--- src/pkg/snoop_sync_pkg.sv ---
// Purpose: Shared constants for snoop window end and synchronize control
// Assumes: One system clock, 200 MHz
// Notes: Pin signals on the link are active low except the attributes, as on the board
package snoop_sync_pkg;
    localparam int clock_period_ns = 5;
    // Snoop lookup follows the edge that samples window end by this many clocks
    localparam int lookup_delay_clks = 2;
    // Least width of a synchronize request, in clocks
    localparam int sync_min_width_clks = 2;
    localparam int lookup_cnt_w = 2;
    localparam int line_idx_w_default = 4;
    // Line state codes
    localparam logic [1:0] line_invalid = 2'h0;
    localparam logic [1:0] line_shared = 2'h1;
    localparam logic [1:0] line_exclusive = 2'h2;
    localparam logic [1:0] line_modified = 2'h3;
    localparam logic [lookup_cnt_w-1:0] lookup_cnt_load = lookup_cnt_w'(lookup_delay_clks);
    localparam logic [lookup_cnt_w-1:0] lookup_cnt_zero = 2'h0;
endpackage

--- src/pkg/mem_bus_if.sv ---
// Purpose: Memory bus link between cache controller and memory bus controller
// Assumes: All signals active low except attributes, single clock
// Notes: Attribute levels are 1 for writeback and 1 for direct-to-modified
`timescale 1ns/1ps
interface mem_bus_if;
    logic bus_guarantee_n;
    logic cacheability_window_end_n;
    logic snoop_window_end_n;
    logic memory_cycle_ready_n;
    logic memory_address_strobe_n;
    logic direct_to_modified_attr;
    logic writeback_or_writethrough_attr;
    logic synchronize_n;
    logic flush_n;
    logic synchronize_active_out_n;
    logic snoop_lookup_cycle_n;

    modport cache_end (
        input bus_guarantee_n, cacheability_window_end_n, snoop_window_end_n,
        input memory_cycle_ready_n, direct_to_modified_attr,
        input writeback_or_writethrough_attr, synchronize_n, flush_n,
        output memory_address_strobe_n, synchronize_active_out_n, snoop_lookup_cycle_n
    );
    modport bus_end (
        output bus_guarantee_n, cacheability_window_end_n, snoop_window_end_n,
        output memory_cycle_ready_n, direct_to_modified_attr,
        output writeback_or_writethrough_attr, synchronize_n, flush_n,
        input memory_address_strobe_n, synchronize_active_out_n, snoop_lookup_cycle_n
    );
endinterface

--- src/rtl/snoop_sync_cache_end.sv ---
// Purpose: Snoop window tracking and whole-cache synchronize for the cache side
// Assumes: Bus end keeps its rules; line states kept in a small local array
// Notes: Tag array has no reset; window-end cycles fill it
`timescale 1ns/1ps
module snoop_sync_cache_end #(
    parameter int line_idx_w = snoop_sync_pkg::line_idx_w_default
) (
    input wire logic clock,
    input wire logic reset_n,
    mem_bus_if.cache_end bus,
    input wire logic cycle_pending,
    input wire logic locked_cycle,
    input wire logic snoop_request,
    input wire logic cycle_line_miss,
    input wire logic [line_idx_w-1:0] cycle_line,
    input wire logic inquire_done,
    output logic processor_strobe_block,
    output logic inquire_request,
    output logic [line_idx_w-1:0] inquire_line,
    output logic snoop_writeback_start,
    output logic [1:0] cycle_line_state
);
    localparam int lines = 2 ** line_idx_w;

    typedef enum logic [4:0] {
        sy_idle = 5'h01,
        sy_drain = 5'h02,
        sy_scan = 5'h04,
        sy_inquire = 5'h08,
        sy_write = 5'h10
    } sync_state_t;

    typedef struct packed {
        logic [2:0] sync_pipe;
        logic sync_seen;
        logic window_open;
        logic window_done;
        logic snoop_held;
        logic [snoop_sync_pkg::lookup_cnt_w-1:0] lookup_cnt;
        logic lookup;
        logic wb_pending;
        logic wb_start;
        logic wb_attr;
        logic dm_attr;
        sync_state_t sync_state;
        logic active;
        logic [line_idx_w-1:0] idx;
        logic memory_address_strobe;
        logic [1:0] cur_state;
    } state_t;

    state_t s_q;
    state_t s_d;
    logic [1:0] tags_q [lines];
    logic tag_we;
    logic [1:0] tag_wdata;
    logic [line_idx_w-1:0] tag_waddr;

    logic bgt;
    logic cacheability_window_end_seen;
    logic snoop_window_end;
    logic memory_cycle_ready;
    logic sync_level;

    assign bgt = !bus.bus_guarantee_n;
    assign snoop_window_end = !bus.snoop_window_end_n;
    assign memory_cycle_ready = !bus.memory_cycle_ready_n;
    assign cacheability_window_end_seen = !bus.cacheability_window_end_n;
    assign sync_level = !s_q.sync_pipe[1] && !s_q.sync_pipe[2];

    always_comb begin
        s_d = s_q;
        tag_we = 1'b0;
        tag_wdata = snoop_sync_pkg::line_invalid;
        tag_waddr = cycle_line;
        s_d.sync_pipe = {s_q.sync_pipe[1:0], bus.synchronize_n};
        s_d.lookup = 1'b0;
        s_d.wb_start = 1'b0;
        s_d.memory_address_strobe = 1'b0;
        // ----------------------------------------
        // Snoop window
        // ----------------------------------------
        // Guarantee may share the clock with both window ends; window end wins
        if (bgt && !s_q.window_open && !s_q.window_done) begin
            s_d.window_open = 1'b1;
        end
        // Window end is taken whether or not cacheability window end is seen
        if (snoop_window_end && !s_q.window_done && (s_q.window_open || bgt) &&
                (cacheability_window_end_seen || bus.cacheability_window_end_n)) begin
            s_d.window_open = 1'b0;
            s_d.window_done = 1'b1;
            s_d.wb_attr = bus.writeback_or_writethrough_attr;
            s_d.dm_attr = bus.direct_to_modified_attr;
            if (cycle_line_miss || s_q.active) begin
                tag_we = 1'b1;
                tag_wdata = bus.direct_to_modified_attr ? snoop_sync_pkg::line_modified :
                    (bus.writeback_or_writethrough_attr ? snoop_sync_pkg::line_exclusive :
                    snoop_sync_pkg::line_shared);
            end
            if (s_q.snoop_held || snoop_request) begin
                s_d.lookup_cnt = snoop_sync_pkg::lookup_cnt_load;
                s_d.snoop_held = 1'b0;
            end
        end else if (snoop_request && (s_q.window_open || (bgt && !s_q.window_done))) begin
            // A snoop in the guarantee clock itself must be held, or it is lost
            s_d.snoop_held = 1'b1;
        end else if (snoop_request) begin
            s_d.lookup = 1'b1;
        end
        if (s_q.lookup_cnt != snoop_sync_pkg::lookup_cnt_zero) begin
            s_d.lookup_cnt = s_q.lookup_cnt - 1'b1;
            if (s_q.lookup_cnt == 1) begin
                s_d.lookup = 1'b1;
                s_d.wb_pending = 1'b1;
            end
        end
        // Ready closes the cycle; without window end it also frees held snoops
        if (memory_cycle_ready) begin
            s_d.window_open = 1'b0;
            s_d.window_done = 1'b0;
            if (s_d.snoop_held) begin
                s_d.snoop_held = 1'b0;
                s_d.lookup = 1'b1;
            end
            if (s_q.wb_pending) begin
                s_d.wb_pending = 1'b0;
                s_d.wb_start = 1'b1;
            end
        end
        // ----------------------------------------
        // Synchronize
        // ----------------------------------------
        s_d.sync_seen = s_q.sync_seen || sync_level;
        unique case (s_q.sync_state)
            sy_idle: begin
                if (s_q.sync_seen) begin
                    s_d.sync_state = sy_drain;
                end
            end
            sy_drain: begin
                if (!cycle_pending && !locked_cycle && !s_q.window_open) begin
                    s_d.sync_state = sy_scan;
                    s_d.active = 1'b1;
                    s_d.idx = '0;
                end
            end
            sy_scan: begin
                s_d.sync_seen = 1'b0;
                if (tags_q[s_q.idx] == snoop_sync_pkg::line_modified) begin
                    s_d.sync_state = sy_inquire;
                end else if (s_q.idx == line_idx_w'(lines - 1)) begin
                    s_d.sync_state = sy_idle;
                    s_d.active = 1'b0;
                end else begin
                    s_d.idx = s_q.idx + 1'b1;
                end
            end
            sy_inquire: begin
                s_d.sync_seen = 1'b0;
                if (inquire_done) begin
                    s_d.sync_state = sy_write;
                    s_d.memory_address_strobe = 1'b1;
                end
            end
            sy_write: begin
                s_d.sync_seen = 1'b0;
                if (memory_cycle_ready) begin
                    tag_we = 1'b1;
                    tag_waddr = s_q.idx;
                    tag_wdata = snoop_sync_pkg::line_exclusive;
                    s_d.sync_state = sy_scan;
                end
            end
            default: begin
                s_d.sync_state = sy_idle;
            end
        endcase
        if (!bus.flush_n) begin
            s_d.sync_state = sy_idle;
            s_d.active = 1'b0;
            s_d.sync_seen = 1'b0;
        end
        s_d.cur_state = tag_we ? tag_wdata : tags_q[cycle_line];
    end

    always_ff @(posedge clock or negedge reset_n) begin
        if (!reset_n) begin
            s_q <= '{sync_pipe: 3'h7, sync_state: sy_idle, lookup_cnt: '0, idx: '0,
                cur_state: 2'h0, default: 1'b0};
        end else begin
            s_q <= s_d;
        end
    end

    // Tag array is not reset; window-end cycles and synchronize writebacks write it, flush leaves it
    always_ff @(posedge clock) begin
        if (tag_we) begin
            tags_q[tag_waddr] <= tag_wdata;
        end
    end

    assign bus.memory_address_strobe_n = !s_q.memory_address_strobe;
    assign bus.synchronize_active_out_n = !s_q.active;
    assign bus.snoop_lookup_cycle_n = !s_q.lookup;
    assign processor_strobe_block = s_q.sync_state != sy_idle;
    assign inquire_request = s_q.sync_state == sy_inquire;
    assign inquire_line = s_q.idx;
    assign snoop_writeback_start = s_q.wb_start;
    assign cycle_line_state = s_q.cur_state;
endmodule

--- src/flat_wrapper.sv ---
// flat-port wrapper written by rule: the top's interface ports become plain ports
module snoop_sync_cache_end_flat 
#(
    parameter int line_idx_w = snoop_sync_pkg::line_idx_w_default
)
  (clock, reset_n, cycle_pending, locked_cycle, snoop_request, cycle_line_miss, cycle_line, inquire_done, processor_strobe_block, inquire_request, inquire_line, snoop_writeback_start, cycle_line_state, bus_bus_guarantee_n, bus_cacheability_window_end_n, bus_snoop_window_end_n, bus_memory_cycle_ready_n, bus_direct_to_modified_attr, bus_writeback_or_writethrough_attr, bus_synchronize_n, bus_flush_n, bus_memory_address_strobe_n, bus_synchronize_active_out_n, bus_snoop_lookup_cycle_n);
  mem_bus_if bus_i ();
  input wire logic clock;
  input wire logic reset_n;
  input wire logic cycle_pending;
  input wire logic locked_cycle;
  input wire logic snoop_request;
  input wire logic cycle_line_miss;
  input wire logic [line_idx_w-1:0] cycle_line;
  input wire logic inquire_done;
  output logic processor_strobe_block;
  output logic inquire_request;
  output logic [line_idx_w-1:0] inquire_line;
  output logic snoop_writeback_start;
  output logic [1:0] cycle_line_state;
  input wire logic [$bits(bus_i.bus_guarantee_n)-1:0] bus_bus_guarantee_n;
  input wire logic [$bits(bus_i.cacheability_window_end_n)-1:0] bus_cacheability_window_end_n;
  input wire logic [$bits(bus_i.snoop_window_end_n)-1:0] bus_snoop_window_end_n;
  input wire logic [$bits(bus_i.memory_cycle_ready_n)-1:0] bus_memory_cycle_ready_n;
  input wire logic [$bits(bus_i.direct_to_modified_attr)-1:0] bus_direct_to_modified_attr;
  input wire logic [$bits(bus_i.writeback_or_writethrough_attr)-1:0] bus_writeback_or_writethrough_attr;
  input wire logic [$bits(bus_i.synchronize_n)-1:0] bus_synchronize_n;
  input wire logic [$bits(bus_i.flush_n)-1:0] bus_flush_n;
  output wire logic [$bits(bus_i.memory_address_strobe_n)-1:0] bus_memory_address_strobe_n;
  output wire logic [$bits(bus_i.synchronize_active_out_n)-1:0] bus_synchronize_active_out_n;
  output wire logic [$bits(bus_i.snoop_lookup_cycle_n)-1:0] bus_snoop_lookup_cycle_n;
  assign bus_i.bus_guarantee_n = bus_bus_guarantee_n;
  assign bus_i.cacheability_window_end_n = bus_cacheability_window_end_n;
  assign bus_i.snoop_window_end_n = bus_snoop_window_end_n;
  assign bus_i.memory_cycle_ready_n = bus_memory_cycle_ready_n;
  assign bus_i.direct_to_modified_attr = bus_direct_to_modified_attr;
  assign bus_i.writeback_or_writethrough_attr = bus_writeback_or_writethrough_attr;
  assign bus_i.synchronize_n = bus_synchronize_n;
  assign bus_i.flush_n = bus_flush_n;
  assign bus_memory_address_strobe_n = bus_i.memory_address_strobe_n;
  assign bus_synchronize_active_out_n = bus_i.synchronize_active_out_n;
  assign bus_snoop_lookup_cycle_n = bus_i.snoop_lookup_cycle_n;
  snoop_sync_cache_end #(.line_idx_w(line_idx_w)) u_core (.clock(clock), .reset_n(reset_n), .bus(bus_i), .cycle_pending(cycle_pending), .locked_cycle(locked_cycle), .snoop_request(snoop_request), .cycle_line_miss(cycle_line_miss), .cycle_line(cycle_line), .inquire_done(inquire_done), .processor_strobe_block(processor_strobe_block), .inquire_request(inquire_request), .inquire_line(inquire_line), .snoop_writeback_start(snoop_writeback_start), .cycle_line_state(cycle_line_state));
endmodule
--- config.mk ---
export PLATFORM = sky130hd
export DESIGN_NAME = snoop_sync_cache_end_flat
export DESIGN_NICKNAME = d
export VERILOG_FILES = /design/src/pkg/snoop_sync_pkg.sv /design/src/pkg/mem_bus_if.sv /design/src/rtl/snoop_sync_cache_end.sv /design/src/flat_wrapper.sv
export SDC_FILE = /design/constraint.sdc
export NUM_CORES = 1
export LEC_CHECK = 0
export BUFFER_PORTS_ARGS = -buffer_cell sky130_fd_sc_hd__buf_2
export CORE_UTILIZATION = 41
export CTS_CLUSTER_DIAMETER = 60
export DETAILED_ROUTE_END_ITERATION = 8
export GPL_ROUTABILITY_DRIVEN = 1
export SLEW_MARGIN = 20
export SYNTH_ARGS = -nofsm -noshare
export SYNTH_HDL_FRONTEND = slang
export SYNTH_SLANG_ARGS = --single-unit
--- constraint.sdc ---
create_clock -name clock -period 5.6 [get_ports clock]
set_clock_uncertainty 0.1 [all_clocks]
set_input_delay 0 -clock clock [delete_from_list [all_inputs] [get_ports clock]]
set_output_delay 0 -clock clock [all_outputs]
set_load 0.005 [all_outputs]
==> metrics.cfg <==
[outcome]
outcome=complete, no violations

[global_routing]
met1_usage=0.268
grt_pass1_vias=2116
top_usage_layer=met2
grt.total_usage=0.200
grt.overflow.total=0
antenna_found_initial=0
met2_usage=0.317
grt_max_degree=26
grt_pass1_wl_um=11000
met3_usage=0.0524

[cts]
cts.sinks=57
cts_resized=0
clk_pin_slew_worst_paths_ps=60
cts_tree=yes
cts_buffer_depth=2
clkLatencyLatePin_ps=340
cts_root_buf=clkbuf_8
htreeDepth=3
cts_setup_buffers=0
numCtsBuffers=9

[synthesis]
synthFlopType=edfxtp_1
ys_warn_count=0
synth-edff-count=32
ys_seq_elements=57
postSynthAreaPerCell_um2=11.6
synth_area_um2=2910
syn-instance-count=250
yosysUniqueCellTypes=50
syn_nets=270
yosysSeqAreaShare=0.547
ys_async_sr_fraction=0.439

[detailed_routing]
firstDrtPassIters=5
ant_nets=0
drcViolationCount=0
vias=2116
wirelength_um=6620
wl_per_cell_um=17.3
drt_iter0_drc=63
routed_via_density=5.54

[layout]
most-common-layout-cells=edfxtp_1, buf_2, nor2_1
areaGrowthSynthToFinish_pct=15.7
instances_no_fill=382
layout-drive-gt1-share=0.224
finalNetCount=301
final_common_cell=edfxtp_1
n_antenna_cell=0
n_fill_cell=649

[place]
hpwl_um=4580
place_congestion=0.834
dp.cells=358
io_buffer_count=29

[sta]
setup_violations=0
hold_viol_final=0
rsz0062_at_grt=no
fmax_mhz=389
finalSetupTns_ps=0
whs_ps=24.6
period_share=0.459
timing_worst_slew_pin_value_ps=921
period_needed_ps=2570
timing.slew.headroom=0.380
slew_violations=0

[floorplanning]
io_pins=31
core_area_um2=6830
die_y_um=86.2
die-area_um2=7440
start_util=0.426
rows=30
dieWidth_um=86.2

[worst_setup_path]
cp.required_ps=5760
critPathArrivalTime_ps=2720
crit_path_start_kind=register
max_stage_delay_ps=800
crit_family=compound AO/OA/AOI/OAI gates
path_cells=o21ai_0, o31ai_1, o311ai_0, a41oi_1
critical_path.slowest_cell=dfrtp_1
worst-path-buf-inv=0
end_kind=register
crit_path_max_fanout=23
crit_type=register to register

[power_and_ir_drop]
p_per_area_nw_per_um2=340
finalPower_mw=1.14
p_leak_nw=1.32
vdd_ir_drop_max_uv=166

[job]
max_cap_viol_count=0

[hold_path]
hp-class=input port to register

-- registers in the layout, summed over array words and instances (netlist names) --
name	cells
u_core.cycle_line_state	2
u_core.inquire_line	4
u_core.s_d	2
u_core.s_q	16
u_core.snoop_writeback_start	1
u_core.tags_q	32
-- Yosys cell counts (all sizes together), types with 4 or more instances --
cell | instances | area [µm²]
nor2 | 26 | 97.6
and3 | 6 | 37.5
nor2b | 7 | 43.8
nand4 | 4 | 25.0
dfrtp | 21 | 526
mux4 | 10 | 225
buf | 15 | 92.6
o31ai | 4 | 30.0
a21oi | 8 | 40.0
o21a | 4 | 30.0
o311ai | 4 | 35.0
nor3b | 5 | 37.5
edfxtp | 32 | 961
nor3 | 6 | 30.0
dfstp | 4 | 105
inv | 8 | 30.0
nand3 | 11 | 55.1
clkbuf | 4 | 15.0
nand2 | 13 | 48.8
nor4 | 5 | 31.3
o21ai | 8 | 40.0
nand3b | 4 | 30.0
-- cell type report --
| class | instances | area [µm²] | share of cell area |
|---|---|---|---|
| Inverter | 8 | 30.0 | 0.00892 |
| Clock inverter | 1 | 7.51 | 0.00223 |
| Clock buffer | 15 | 198 | 0.0587 |
| Timing Repair Buffer | 39 | 240 | 0.0713 |
| Multi-Input combinational cell | 166 | 1180 | 0.350 |
| Tap cell | 96 | 120 | 0.0357 |
| Sequential cell | 57 | 1590 | 0.473 |
-- path summary, 6_finish.rpt --
check	start	end	slack (ps)	depth (start not counted)
setup / recovery	u_core.inquire_line[0]	u_core.s_q[8]	3030	4
hold / removal	cycle_pending	u_core.inquire_line[2]	20	4
setup reg to reg	u_core.inquire_line[0]	u_core.s_q[8]	3030	4
hold reg to reg	u_core.s_d[25]	u_core.s_d[26]	260	0
max in group asynchronous	reset_n	u_core.cycle_line_state[0]	4940	2
min in group asynchronous	reset_n	u_core.s_q[20]	90	2
-- per-stage QoR --
stage	worst slack, ps	cell area [µm²]	utilization
after floorplan	3450	2910	-
after global placement	3070	3080	0.451
after detailed placement	3070	3080	0.451
after CTS	3070	3370	0.493
after global routing	2740	3370	0.493
final	3030	3370	0.493
-- layer usage --
layer / vias to the layer above / share of wire
met5: - / 0
li1: 1012 / -
met3: 5 / 0.049
met4: 0 / 0.012
met1: 1042 / 0.46
met2: 57 / 0.48
-- what timing repair did --
item	in CTS	in global routing
hold buffers	8	0
endpoints found under the hold margin	40	0
setup endpoints to repair	0	0
-- worst min-delay path: cells and delay by family --
kind,cells,cell delay [ps]
AND/OR/NAND/NOR,2,190
buffers and inverters,1,80
AO/OA/AOI/OAI,1,150
-- power breakdown --
group	switching, mW	internal, mW
Combinational	0.119	0.102
Clock	0.160	0.224
Sequential	0.0662	0.473
-- logic make-up after synthesis --
group,count (synthesis),share of synthesized area
compound gates,48,0.118
flops,57,0.547
mux,11,0.0809
buf+inv,27,0.0473
xor+xnor,1,0.00301
simple gates,105,0.200
fa+ha+maj,1,0.00430
Note: power is estimated with default switching activity, not from simulation.
